$ cat config.mk
export PLATFORM = sky130hd
export DESIGN_NAME = serial_dac_write_port
export DESIGN_NICKNAME = d
export VERILOG_FILES = /design/src/rtl/dac_port_pkg.sv /design/src/rtl/serial_dac_write_port.sv /design/src/rtl/word_fifo.sv
export SDC_FILE = /design/constraint.sdc
export NUM_CORES = 1
export LEC_CHECK = 0
export BUFFER_PORTS_ARGS = -buffer_cell sky130_fd_sc_hd__buf_4
export CORE_MARGIN = 5
export CORE_UTILIZATION = 25
export CTS_CLUSTER_DIAMETER = 40
export DETAILED_ROUTE_END_ITERATION = 7
export PLACE_DENSITY_LB_ADDON = 0.08
export SETUP_SLACK_MARGIN = 0.4
export SYNTH_ARGS = -nofsm -noshare
export SYNTH_HDL_FRONTEND = slang
export SYNTH_SLANG_ARGS = --single-unit
export TNS_END_PERCENT = 1
$ cat constraint.sdc
create_clock -name i_clk -period 4.6 [get_ports i_clk]
set_input_delay 0.92 -clock i_clk [delete_from_list [all_inputs] [get_ports i_clk]]
set_output_delay 0.92 -clock i_clk [all_outputs]
set_load 0.005 [all_outputs]
$ cat src/rtl/dac_port_pkg.sv
// shared constants and carrier types for the serial converter write port
package dac_port_pkg;
    localparam int FRAME_BITS = 24;
    localparam int CNT_W = 5;
    localparam logic [CNT_W-1:0] CNT_RESET = 5'h00;
    localparam logic [FRAME_BITS-1:0] WORD_RESET = 24'h00_0000;
    localparam int FIFO_DEPTH = 16;
    // link clock period the bench drives, in ns; each phase must span four system clocks
    localparam int LINK_PERIOD_NS = 125;
    localparam int CLK_PERIOD_NS = 10;
    localparam int LINK_CYCLES = LINK_PERIOD_NS / CLK_PERIOD_NS;

    // synchronised view of the three link pins
    typedef struct packed {
        logic sclk;
        logic din;
        logic sync_n;
    } link_s;

    typedef enum logic [1:0] {
        ST_IDLE = 2'b00,
        ST_SHIFT = 2'b01,
        ST_WAIT = 2'b10
    } frame_e;
endpackage

$ cat src/rtl/serial_dac_write_port.sv
// three-wire serial write port feeding the converter output word
//
// Summary of operation
// - each of the first 24 falling link clock edges in a frame shifts one data bit in.
// - frame select low opens a frame; following falling edges carry bits.
// - after the 24th falling edge the word is buffered and updates the converter value when the converter takes it; a full buffer loses it.
// - frame select rising before the 24th edge discards the partial word.
`timescale 1ns/1ps
module serial_dac_write_port
#(
    parameter int WORD_W = dac_port_pkg::FRAME_BITS,
    parameter int DEPTH = dac_port_pkg::FIFO_DEPTH
) (
    // clock and reset
    input wire logic i_clk,
    input wire logic i_rst_n,
    // serial link pins
    input wire logic i_sclk,
    input wire logic i_din,
    input wire logic i_sync_n,
    // converter side
    output logic [WORD_W-1:0] o_analog_output,
    output logic o_update,
    input wire logic i_conv_ready,
    // status
    output logic o_abort,
    output logic o_overrun
);
    import dac_port_pkg::*;

    // refuse parameter values the capture logic cannot serve
    if (WORD_W != FRAME_BITS) begin : g_bad_width
        $error("word width must match frame length");
    end
    // the bit counter must reach the last bit index of a frame
    if ((1 << CNT_W) <= FRAME_BITS - 1) begin : g_bad_count
        $error("bit counter too narrow for frame");
    end

    ////////////////////////////////////////////////////////////////////////
    // three-stage pin sampling; stage one feeds only stage two
    link_s s1, s2, s3, pin;
    always_ff @(posedge i_clk or negedge i_rst_n) begin
        if (!i_rst_n) begin
            s1 <= '{sclk: 1'b1, din: 1'b0, sync_n: 1'b1};
            s2 <= '{sclk: 1'b1, din: 1'b0, sync_n: 1'b1};
            s3 <= '{sclk: 1'b1, din: 1'b0, sync_n: 1'b1};
            pin <= '{sclk: 1'b1, din: 1'b0, sync_n: 1'b1};
        end else begin
            s1 <= '{sclk: i_sclk, din: i_din, sync_n: i_sync_n};
            s2 <= s1;
            s3 <= s2;
            // a level counts once the later two stages agree
            if (s2.sclk == s3.sclk) pin.sclk <= s3.sclk;
            if (s2.din == s3.din) pin.din <= s3.din;
            if (s2.sync_n == s3.sync_n) pin.sync_n <= s3.sync_n;
        end
    end

    // edge events on the filtered levels
    logic sclk_fall;
    logic sync_rise;
    logic sclk_q;
    logic sync_q;
    always_ff @(posedge i_clk or negedge i_rst_n) begin
        if (!i_rst_n) begin
            sclk_q <= 1'b1;
            sync_q <= 1'b1;
        end else begin
            sclk_q <= pin.sclk;
            sync_q <= pin.sync_n;
        end
    end
    assign sclk_fall = sclk_q && !pin.sclk;
    assign sync_rise = !sync_q && pin.sync_n;

    ////////////////////////////////////////////////////////////////////////
    // frame state, bit counter and shift register
    frame_e state;
    logic [CNT_W-1:0] bit_cnt;
    logic [WORD_W-1:0] shift;
    logic word_done;

    always_ff @(posedge i_clk or negedge i_rst_n) begin
        if (!i_rst_n) begin
            state <= ST_IDLE;
            bit_cnt <= CNT_RESET;
            shift <= WORD_RESET;
            word_done <= 1'b0;
        end else begin
            word_done <= 1'b0;
            case (state)
                ST_IDLE: begin
                    bit_cnt <= CNT_RESET;
                    if (!pin.sync_n) state <= ST_SHIFT;
                end
                ST_SHIFT: begin
                    if (sync_rise || pin.sync_n) begin
                        state <= ST_IDLE;
                        bit_cnt <= CNT_RESET;
                    end else if (sclk_fall) begin
                        shift <= {shift[WORD_W-2:0], pin.din};
                        if (bit_cnt == CNT_W'(FRAME_BITS - 1)) begin
                            word_done <= 1'b1;
                            state <= ST_WAIT;
                            bit_cnt <= CNT_RESET;
                        end else begin
                            bit_cnt <= bit_cnt + 1'b1;
                        end
                    end
                end
                ST_WAIT: begin
                    // extra edges after the word are ignored until select rises
                    if (pin.sync_n) state <= ST_IDLE;
                end
                default: state <= ST_IDLE;
            endcase
        end
    end

    ////////////////////////////////////////////////////////////////////////
    // word buffer between capture and converter
    logic fifo_ready;
    logic fifo_valid;
    logic [WORD_W-1:0] fifo_data;
    logic take;
    word_fifo #(.WIDTH(WORD_W), .DEPTH(DEPTH)) u_fifo (
        .i_clk(i_clk),
        .i_rst_n(i_rst_n),
        .i_valid(word_done),
        .i_data(shift),
        .o_ready(fifo_ready),
        .o_valid(fifo_valid),
        .o_data(fifo_data),
        .i_ready(take)
    );
    assign take = fifo_valid && i_conv_ready;

    // converter value holds until the converter takes the next buffered word
    always_ff @(posedge i_clk or negedge i_rst_n) begin
        if (!i_rst_n) begin
            o_analog_output <= WORD_RESET;
            o_update <= 1'b0;
        end else begin
            o_update <= take;
            if (take) o_analog_output <= fifo_data;
        end
    end

    // status pulses; a full buffer cannot stall the host so the word is lost
    always_ff @(posedge i_clk or negedge i_rst_n) begin
        if (!i_rst_n) begin
            o_abort <= 1'b0;
            o_overrun <= 1'b0;
        end else begin
            o_abort <= (state == ST_SHIFT) && pin.sync_n;
            o_overrun <= word_done && !fifo_ready;
        end
    end
endmodule

$ cat src/rtl/word_fifo.sv
// parameterised first-in first-out buffer with valid/ready on both sides
`timescale 1ns/1ps
module word_fifo #(
    parameter int WIDTH = 24,
    parameter int DEPTH = 16
) (
    // clock and reset
    input wire logic i_clk,
    input wire logic i_rst_n,
    // fill side
    input wire logic i_valid,
    input wire logic [WIDTH-1:0] i_data,
    output logic o_ready,
    // drain side
    output logic o_valid,
    output logic [WIDTH-1:0] o_data,
    input wire logic i_ready
);
    localparam int AW = $clog2(DEPTH);

    // pointers wrap on their extra bit, so only powers of two are served
    if (DEPTH < 2 || (1 << AW) != DEPTH) begin : g_bad_depth
        $error("depth must be a power of two");
    end

    logic [WIDTH-1:0] mem [DEPTH];
    logic [AW:0] wr_ptr;
    logic [AW:0] rd_ptr;
    logic push;
    logic pop;

    assign push = i_valid && o_ready;
    assign pop = o_valid && i_ready;
    assign o_ready = (wr_ptr - rd_ptr) != (AW+1)'(DEPTH);
    assign o_valid = wr_ptr != rd_ptr;
    assign o_data = mem[rd_ptr[AW-1:0]];

    // storage has no reset, only pointers do
    always_ff @(posedge i_clk) begin
        if (push) begin
            mem[wr_ptr[AW-1:0]] <= i_data;
        end
    end

    // pointer update
    always_ff @(posedge i_clk or negedge i_rst_n) begin
        if (!i_rst_n) begin
            wr_ptr <= '0;
            rd_ptr <= '0;
        end else begin
            if (push) wr_ptr <= wr_ptr + 1'b1;
            if (pop) rd_ptr <= rd_ptr + 1'b1;
        end
    end
endmodule

==> metrics.cfg, run 1 <==
[outcome]
status = completed

[detailed_routing]
highest_layer = met4
drc = 0
routed_wl_um = 44900
drt_iter0_markers = 385
routedWlPerCell_um = 22.5
vias = 8536
ant_nets = 0
wl_met2_um = 21200
dr.pass1.iters = 4
wl_met3_um = 2070
wl_met1_um = 20500
drt-vias-per-instance = 4.26

[synth]
synth_top_area_share_pct = 64.8
yosys-top-cells-count = edfxtp_1, nand2_1, mux4_2
synth_seq_cells = 466
synthTopCellsByArea = edfxtp_1, mux4_2, dfrtp_1
synth_edf_count = 384
synth_nets = 893
synthArstFlopShare_pct = 17.6
synth_top_flop_cell = edfxtp_1
yosys_warnings = 0
synth.distinct_cells = 40
syn_avg_cell_area_um2 = 20.3
synth_most_common_cell = edfxtp_1
yosysTopAreaCell = edfxtp_1
synth_seq_area_share_pct = 76.4
synth_cells = 877
netlist_area_mm2 = 0.0178

[setup_path]
worst-path-buf-inv = 2
worstPathCellList = inv_1, ha_1, and3b_1, o21ai_0, a211oi_2, a31oi_1, buf_4, and3_2
crit_fanout = 24
critPathMaxStageDelay_ns = 0.82
start_kind = register
r2r-end = u_fifo.mem[0][5]
r2r_slack_ns = 1.44
crit_arrival_ns = 3.39
cp_data_required_time_ns = 4.83
crit_family = simple AND/OR/NAND/NOR gates
cp-end-kind = register
worst-setup-path-type = register to register
cp_slowest_cell = and3_2
ff2ff_path_depth = 8
timing.rr.start = u_fifo.rd_ptr[1]

[final_layout]
drive_above_1_share_pct = 33.3
final_cells = 2002
num-nets-final = 995
syn2layout_area_growth_pct = 26.8
fin_area_mm2 = 0.0226
fin_util_pct = 32.1
antennaDiodeCount = 0

[pwr]
p_int_mw = 10.5
p_clk_share_pct = 51.7
netSwitchingPower_mw = 3.43
p_total_mw = 13.9
sw_frac_of_total_pct = 24.6
p_leak_nw = 7.92
peakVddDrop_mv = 0.452
power_frac_seq_pct = 36.0
combPwrFrac_pct = 12.2
power_density_mw_per_mm2 = 616

[timing]
slew_violations = 0
holdWs_ns = 0.351
clock_skew_ns = 0.0200
worst_slack_ns = 1.44
setup_violations = 0
max-slew-margin-rel_pct = 37.7
post-route-min-period_ns = 3.16
worst_pin_slew_ns = 0.933
grt_setup_unrepaired = false
hold_viol = 0
fmax_mhz = 317
finalCritPeriodShare_pct = 68.6
setup-tns-final_ns = 0

[clock_tree]
cts_hold_buffers = 0
clk-insertion-delay-late_ns = 0.62
h-tree-depth = 3
ctsResizeCount = 0
cts_tree = yes
cts_setup_buffers = 0
clockBufferDepth = 3
cts_sinks = 466
cts-root-buf = clkbuf_16
clk_pin_slew_ns = 0.05
numCtsBuffers = 96

[global_routing]
gr-usage-all-layers_pct = 11.8
grt_max_degree = 82
grt_pass1_wl_um = 67100
grt_pass1_vias = 9621
grt_overflow = 0
antenna_found_initial = 0

[hold_path]
whs_path_depth = 0
min_to = s2[1]
min-delay-start = s1[1]
hp-class = register to register

[die]
dieArea_mm2 = 0.0766
initial_core_util_pct = 25.3
ios = 33
row_count = 97
dieHeight_um = 277
core-area_mm2 = 0.0703
dieWidth_um = 277

[place]
dp_slack_ns = 1.36
dpl_cell_area_mm2 = 0.0191
dp_cells = 1821
routabilityCongestion = 0.661
place_hpwl_um = 23900
io_buffers = 32

[run]
max_cap_violations = 0

## routing by layer
| layer | vias to the layer above | track usage [%] |
|---|---|---|
| met3 | 86 | 2.72 |
| met2 | 184 | 19.1 |
| met4 | 0 | 3.52 |
| met1 | 4536 | 16.1 |
| li1 | 3730 | - |
| met5 | - | 0 |
## logic make-up after synthesis
kind of cell | after synthesis | synth area share, %
muxes | 120 | 15.2
adders and majority gates | 13 | 0.872
DFF | 466 | 76.4
and+or+nand+nor | 198 | 4.79
AOI/OAI and AO/OA | 23 | 0.858
buffers and inverters | 47 | 1.38
xor gates and xnor gates | 10 | 0.492
## worst max-delay path by stage
stage,startpoint,end,slack [ns],cells past startpoint
final,u_fifo.rd_ptr[1],u_fifo.mem[0][5],1.44,8
after global routing,u_fifo.rd_ptr[0],u_fifo.mem[0][5],1.22,7
after CTS,u_fifo.rd_ptr[0],u_fifo.mem[8][2],1.36,7
after detailed placement,u_fifo.rd_ptr[0],u_fifo.mem[8][0],1.36,7
after global placement,u_fifo.rd_ptr[0],u_fifo.mem[0][5],1.35,7
after floorplan,u_fifo.rd_ptr[2],u_fifo.mem[3][0],0.92,11
## layout make-up
| type | count | area [um^2] |
|---|---|---|
| Multi-Input combinational cell | 364 | 4000 |
| Timing Repair Buffer | 44 | 343 |
| Clock buffer | 126 | 2640 |
| Fill cell | 6722 | 47700 |
| Inverter | 7 | 26.3 |
| Clock inverter | 55 | 769 |
| Sequential cell | 466 | 13600 |
| Tap cell | 940 | 1180 |
## registers in the layout, indices dropped and copies added (netlist names)
| signal | count |
|---|---|
| state | 2 |
| s1 | 3 |
| shift | 24 |
| bit_cnt | 5 |
| u_fifo.rd_ptr | 5 |
| o_analog_output | 24 |
| word_done | 1 |
| o_overrun | 1 |
| s3 | 3 |
| u_fifo.mem | 384 |
| u_fifo.wr_ptr | 5 |
| s2 | 3 |
| o_update | 1 |
| sclk_q | 1 |
| pin | 3 |
| o_abort | 1 |
## cell usage in the layout, fill, tap and decap left out, types with 4 or more instances in the layout
master / count
nand4_1: 5
clkbuf_8: 8
clkbuf_16: 98
ha_1: 10
nor2b_1: 6
dfstp_2: 9
and3_2: 15
clkinv_2: 17
edfxtp_1: 384
nand2_1: 153
buf_4: 43
inv_1: 5
bufinv_16: 16
nor2_1: 4
o21ai_0: 9
inv_6: 4
mux4_2: 120
clkbuf_1: 20
dfrtp_1: 70
xnor2_1: 8
clkinv_1: 4
clkinv_4: 6
## power by group through the flow
stage                     clock network [mW]  logic, mW  registers (mW)
after detailed placement                   0       1.79            5.10
after global routing                    7.59       1.89            5.05
final                                   7.19       1.70            5.01
after floorplan                            0       1.30            4.94
after CTS                               7.38       1.79            5.03
after global placement                     0       1.81            5.10
No activity file was read; power rests on OpenSTA's default activity.
==> run 2, diff against run 1 <==
Clock period 4.6 ns to 3 ns, I/O delays scaled along.
==> run 2 against run 1 <==
Net effect: final cell count up 2.4%; wire length up 13%; sequential power up 51%; power is 51% higher; die area unchanged; critical endpoint is now u_fifo.mem[15][3]; critical path depth is 1 higher; combinational power up 68%; highest routed layer unchanged; maximum frequency grew 22%.
==> metrics.cfg, run 2 (synthesis results as in run 1) <==
[outcome]
status = completed  ; unchanged

[timing]
fmax_mhz = 385  ; was 317 MHz
setup_violations = 0  ; unchanged
setup-tns-final_ns = 0  ; unchanged
hold_viol = 0  ; unchanged
post-route-min-period_ns = 2.59  ; was 3.16 ns
finalCritPeriodShare_pct = 86.5  ; was 68.6%
max-slew-margin-rel_pct = 47.6  ; was 37.7%
grt_setup_unrepaired = true  ; was false
worst_pin_slew_ns = 0.786  ; was 0.933 ns
worst_slack_ns = 0.406  ; was 1.44 ns
clock_skew_ns = 0.0300  ; was 0.0200 ns
slew_violations = 0  ; unchanged

[global_routing]
grt_max_degree = 99  ; was 82
grt_overflow = 0  ; unchanged
antenna_found_initial = 0  ; unchanged
gr-usage-all-layers_pct = 12.6  ; was 11.8%
grt_pass1_vias = 9660  ; was 9621
grt_pass1_wl_um = 70200  ; was 67100 um

[setup_path]
cp_slowest_cell = dfrtp_4  ; was and3_2
timing.rr.start = u_fifo.rd_ptr[1]  ; unchanged
cp-end-kind = register  ; unchanged
r2r_slack_ns = 0.41  ; was 1.44 ns
start_kind = register  ; unchanged
worstPathCellList = inv_4, ha_4, and3b_1, or3_4, a211oi_4, a31oi_4, buf_6, and3_4, clkbuf_16  ; was inv_1, ha_1, and3b_1, o21ai_0, a211oi_2, a31oi_1, buf_4, and3_2
worst-setup-path-type = register to register  ; unchanged
r2r-end = u_fifo.mem[15][3]  ; was u_fifo.mem[0][5]
critPathMaxStageDelay_ns = 0.49  ; was 0.82 ns
crit_fanout = 8  ; was 24
ff2ff_path_depth = 9  ; was 8
crit_arrival_ns = 2.96  ; was 3.39 ns
cp_data_required_time_ns = 3.36  ; was 4.83 ns

[clock_tree]
clk-insertion-delay-late_ns = 0.62  ; about the same
clockBufferDepth = 3  ; unchanged
clk_pin_slew_ns = 0.05  ; about the same
cts_sinks = 466  ; unchanged
cts_tree = yes  ; unchanged
numCtsBuffers = 92  ; was 96
cts-root-buf = clkbuf_16  ; unchanged
h-tree-depth = 3  ; unchanged

[place]
dpl_cell_area_mm2 = 0.0198  ; was 0.0191 mm^2
io_buffers = 32  ; unchanged
routabilityCongestion = 0.671  ; was 0.661
dp_slack_ns = 0.309  ; was 1.36 ns
place_hpwl_um = 25400  ; was 23900 um

[die]
initial_core_util_pct = 25.3  ; unchanged
dieArea_mm2 = 0.0766  ; unchanged
row_count = 97  ; unchanged
core-area_mm2 = 0.0703  ; unchanged
dieWidth_um = 277  ; unchanged
dieHeight_um = 277  ; unchanged
ios = 33  ; unchanged

[final_layout]
syn2layout_area_growth_pct = 31.8  ; was 26.8%
antennaDiodeCount = 0  ; unchanged
num-nets-final = 1048  ; was 995
final_common_cell = edfxtp_1  ; unchanged
drive_above_1_share_pct = 37.3  ; was 33.3%
fin_area_mm2 = 0.0234  ; was 0.0226 mm^2
largest_register_ffs = 384  ; unchanged
layout_common_cells = edfxtp_1, nand2_1, mux4_2  ; unchanged

[detailed_routing]
ant_nets = 0  ; unchanged
dr.pass1.iters = 5  ; was 4
drt_iter0_markers = 575  ; was 385
drt-vias-per-instance = 4.32  ; was 4.26
routed_wl_um = 50600  ; was 44900 um
drc = 0  ; unchanged
vias = 8849  ; was 8536
routedWlPerCell_um = 24.7  ; was 22.5 um

[hold_path]
min_to = s1[0]  ; was s2[1]
whs_path_depth = 1  ; was 0
min-delay-start = i_sync_n  ; was s1[1]
hp-class = input port to register  ; was register to register

[pwr]
peakVddDrop_mv = 0.912  ; was 0.452 mV
power_density_mw_per_mm2 = 897  ; was 616 mW/mm^2
p_leak_nw = 8.32  ; was 7.92 nW

[run]
max_cap_violations = 0  ; unchanged

run 2: how the worst max path moves through the flow:
stage	from	endpoint	slack, ns	cells past startpoint
after CTS	u_fifo.rd_ptr[1]	u_fifo.mem[15][8]	0.40	9
after detailed placement	u_fifo.wr_ptr[0]	u_fifo.mem[11][2]	0.31	9
after global routing	u_fifo.rd_ptr[1]	u_fifo.mem[3][9]	0.35	10
final	u_fifo.rd_ptr[1]	u_fifo.mem[15][3]	0.41	9
after floorplan	u_fifo.rd_ptr[1]	u_fifo.mem[3][0]	0.1	12
after global placement	u_fifo.rd_ptr[2]	u_fifo.mem[11][2]	0.30	9
run 2: critical path, delay by kind of cell (launching register included):
family	cells	cell delay (ns)
AND/OR/NAND/NOR	3	0.74
flip-flops	1	0.49
buffers and inverters	3	0.45
AO/OA/AOI/OAI	2	0.45
adder cells (fa/ha/maj)	1	0.20
run 2: metal layers:
metal | global-route usage, % | up-vias | wire length, um
met5 | 0 | - | 0
li1 | - | 3860 | -
met4 | 4.29 | 0 | 1030
met3 | 2.63 | 74 | 2190
met1 | 17.4 | 4725 | 23100
met2 | 20.0 | 190 | 24300
run 2: what timing repair did:
action,4_1_cts,5_1_grt
pin swaps,2,5
buffers inserted,1,2
gates cloned,0,13
hold endpoints to repair,19,0
setup endpoints to repair,359,363
gates resized for setup,5,20
hold buffers,1,0
run 2: layout make-up:
cell class	instances	area (um^2)
Fill cell	6638	46800
Sequential cell	466	13600
Multi-Input combinational cell	364	4100
Clock buffer	111	2460
Timing Repair Buffer	101	1310
Tap cell	940	1180
Clock inverter	61	774
Inverter	7	28.8
run 2: through the flow:
| step | power [mW] | cells | utilization (%) | hold slack, ns |
|---|---|---|---|---|
| after floorplan | 9.63 | 877 | - | 0.304 |
| after global placement | 10.6 | 1861 | 28.2 | 0.335 |
| after detailed placement | 10.6 | 1861 | 28.2 | 0.347 |
| after CTS | 21.4 | 2035 | 32.8 | 0.0467 |
| after global routing | 22.0 | 2050 | 33.4 | 0.0609 |
| final | 21.0 | 2050 | 33.4 | 0.0976 |
run 2: power by group:
group	switching (mW)	internal (mW)
sequential	0.265	7.30
combinational	1.59	1.26
clock	3.58	7.04
total	5.43	15.6
==> run 3, diff against run 2 <==
Settings changed: ABC_AREA set to 1, SETUP_SLACK_MARGIN 0.4 to 0.05.
Clock period 3 ns to 3.25 ns, I/O delays scaled along.
==> run 3 against run 2 <==
Net effect: via count rose by 37%; critical endpoint is now u_fifo.mem[1][23]; register-to-register slack better by 0.18 ns; core utilization fell by 1.7 points; largest cell class unchanged.
==> metrics.cfg, run 3 <==
[outcome]
status = completed  ; unchanged

[clock_tree]
cts_tree = yes  ; unchanged
cts_sinks = 466  ; unchanged
numCtsBuffers = 91  ; was 92
h-tree-depth = 3  ; unchanged
clockBufferDepth = 3  ; unchanged
cts-root-buf = clkbuf_16  ; unchanged
cts_setup_buffers = 0  ; was 1
clk_pin_slew_ns = 0.05  ; about the same
clk-insertion-delay-late_ns = 0.63  ; was 0.62 ns

[synth]
synth_seq_cells = 466  ; unchanged
netlist_area_mm2 = 0.0187  ; was 0.0178 mm^2
syn_avg_cell_area_um2 = 11.5  ; was 20.3 um^2
synthArstFlopShare_pct = 17.6  ; unchanged
synth_most_common_cell = edfxtp_1  ; unchanged
synth.distinct_cells = 30  ; was 40
synth_nets = 1639  ; was 893
yosys-top-cells-count = edfxtp_1, nand2_1, nor2_1  ; was edfxtp_1, nand2_1, mux4_2
synthTopCellsByArea = edfxtp_1, dfrtp_1, nand2_1  ; was edfxtp_1, mux4_2, dfrtp_1
synth_edf_count = 384  ; unchanged
synth_top_flop_cell = edfxtp_1  ; unchanged
yosys_warnings = 0  ; unchanged
synth_cells = 1623  ; was 877
synth_top_area_share_pct = 61.7  ; was 64.8%
yosysTopAreaCell = edfxtp_1  ; unchanged
synth_seq_area_share_pct = 72.8  ; was 76.4%

[die]
initial_core_util_pct = 25.1  ; was 25.3%
dieWidth_um = 283  ; was 277 um
dieArea_mm2 = 0.0803  ; was 0.0766 mm^2
ios = 33  ; unchanged
core-area_mm2 = 0.0743  ; was 0.0703 mm^2
row_count = 100  ; was 97
dieHeight_um = 283  ; was 277 um

[hold_path]
min-delay-start = i_din  ; was i_sync_n
hp-class = input port to register  ; unchanged
min_to = s1[1]  ; was s1[0]
whs_path_depth = 1  ; unchanged

[detailed_routing]
ant_nets = 0  ; unchanged
drc = 0  ; unchanged
routed_wl_um = 57000  ; was 50600 um
dr.pass1.iters = 5  ; unchanged
vias = 12100  ; was 8849
drt-vias-per-instance = 4.40  ; was 4.32
routedWlPerCell_um = 20.7  ; was 24.7 um
drt_iter0_markers = 808  ; was 575

[pwr]
peakVddDrop_mv = 0.632  ; was 0.912 mV
power_density_mw_per_mm2 = 1000  ; was 897 mW/mm^2
p_leak_nw = 8.74  ; was 8.32 nW

[setup_path]
r2r-end = u_fifo.mem[1][23]  ; was u_fifo.mem[15][3]
ff2ff_path_depth = 10  ; was 9
critPathLaunch = u_fifo.rd_ptr[3]  ; was u_fifo.rd_ptr[1]
worstPathCellList = clkinv_1, ha_1, a21oi_1, nand2_1, nand2_1, nand2_1, nand2_2, nand2_2, nor2_4, buf_12  ; was inv_4, ha_4, and3b_1, or3_4, a211oi_4, a31oi_4, buf_6, and3_4, clkbuf_16
worst-path-buf-inv = 2  ; was 3
crit_top_cell = nand2_1
r2r_slack_ns = 0.59  ; was 0.41 ns
crit_fanout = 14  ; was 8
crit_family = simple AND/OR/NAND/NOR gates  ; unchanged
critPathMaxStageDelay_ns = 0.52  ; was 0.49 ns
cp_data_required_time_ns = 3.57  ; was 3.36 ns
crit_arrival_ns = 2.98  ; was 2.96 ns
cp-end-kind = register  ; unchanged
timing.rr.start = u_fifo.rd_ptr[3]  ; was u_fifo.rd_ptr[1]
start_kind = register  ; unchanged
worst-setup-path-type = register to register  ; unchanged
cp_slowest_cell = nor2_4  ; was dfrtp_4

[final_layout]
fill_cells = 7541  ; was 6638
final_common_cell = edfxtp_1  ; unchanged
layout_common_cells = edfxtp_1, nand2_1, nor2_1  ; was edfxtp_1, nand2_1, mux4_2
num-nets-final = 1727  ; was 1048
syn2layout_area_growth_pct = 26.0  ; was 31.8%
drive_above_1_share_pct = 15.4  ; was 37.3%
antennaDiodeCount = 0  ; unchanged
largest_register_ffs = 384  ; unchanged
fin_area_mm2 = 0.0235  ; was 0.0234 mm^2

[place]
place_hpwl_um = 32800  ; was 25400 um
dpl_cell_area_mm2 = 0.0203  ; was 0.0198 mm^2
routabilityCongestion = 0.733  ; was 0.671
dp_slack_ns = 0.550  ; was 0.309 ns
io_buffers = 32  ; unchanged

[global_routing]
antenna_found_initial = 0  ; unchanged
grt_pass1_wl_um = 85600  ; was 70200 um
grt_max_degree = 155  ; was 99
gr-usage-all-layers_pct = 14.1  ; was 12.6%
grt_overflow = 0  ; unchanged
grt_pass1_vias = 12800  ; was 9660

[timing]
worst_pin_slew_ns = 1.05  ; was 0.786 ns
worst_slack_ns = 0.589  ; was 0.406 ns
post-route-min-period_ns = 2.66  ; was 2.59 ns
finalCritPeriodShare_pct = 81.9  ; was 86.5%
hold_viol = 0  ; unchanged
grt_setup_unrepaired = false  ; was true
fmax_mhz = 376  ; was 385 MHz
setup_violations = 0  ; unchanged
max-slew-margin-rel_pct = 29.7  ; was 47.6%
clock_skew_ns = 0.0258  ; was 0.0300 ns
slew_violations = 0  ; unchanged

[run]
max_cap_violations = 0  ; unchanged

run 3: cell types whose count changed in the layout (fill, tap and decap cells not counted), sizes merged, moves of 8 or more:
cell      before  now
nor2           4  284
clkbuf       121   96
o21ai          9  110
a21oi          3   62
and3          15    0
nand2        153  378
inv           25   61
mux4         120    0
buf           90   81
nand3          3  159
clkinvlp       5   13
run 3: final cells by class:
cell class	instances	area [um^2]	share of cell area, %
Multi-Input combinational cell	1023	4560	19.4
Timing Repair Buffer	82	756	3.21
Sequential cell	466	13600	57.8
Clock inverter	73	891	3.78
Tap cell	969	1210	5.15
Clock buffer	96	2340	9.93
Inverter	47	184	0.781
run 3: how the worst max path moves through the flow:
stage | cells after the start | end
floorplan | 14 | u_fifo.mem[14][0]
global placement | 12 | u_fifo.mem[1][2]
detailed placement | 10 | u_fifo.mem[1][23]
CTS | 11 | u_fifo.mem[1][23]
global route | 11 | u_fifo.mem[1][23]
finish | 10 | u_fifo.mem[1][23]
run 3: kinds of logic after synthesis:
kind of cell             synth area share (%)
AO/OA/AOI/OAI                            4.90
XOR/XNOR                                0.281
adder cells (fa/ha/maj)                 0.830
buffers and inverters                    3.54
flip-flops                               72.8
AND/OR/NAND/NOR                          17.7
run 3: worst reg2reg max path: stages, from the launching register on:
cell	delay (ns)
dfrtp_1	0.37
clkinv_1	0.10
ha_1	0.35
a21oi_1	0.22
nand2_1	0.08
nand2_1	0.05
nand2_1	0.05
nand2_2	0.08
nand2_2	0.30
nor2_4	0.53
buf_12	0.23
run 3: where the power goes:
group | switching [mW] | internal, mW
sequential | 1.18 | 7.55
clock | 3.34 | 6.48
combinational | 3.53 | 1.56
total | 8.05 | 15.6
run 3: per-layer routing:
metal / GRT usage [%] / share of wire (%) / wire length (um)
met5: 0 / 0 / 0
met4: 3.65 / 2.0 / 1160
met1: 19.5 / 48 / 27100
met3: 2.71 / 3.6 / 2080
met2: 23.0 / 47 / 26600
run 3: metrics by stage:
step	util, %	TNS, ns	hold WS, ns	total power, mW	std cells
after floorplan	-	-36.07	0.331	11.5	1623
after CTS	31.7	0	0.0840	24.2	2756
after detailed placement	27.3	0	0.336	14.2	2586
final	31.7	0	0.131	23.6	2756
after global placement	27.3	0	0.334	14.2	2586
after global routing	31.7	0	0.0879	25.0	2756
run 3: what timing repair did:
action / 4_1_cts / 5_1_grt
hold buffers: 1 / 0
hold endpoints to repair: 10 / 0
resized for setup: 0 / 0
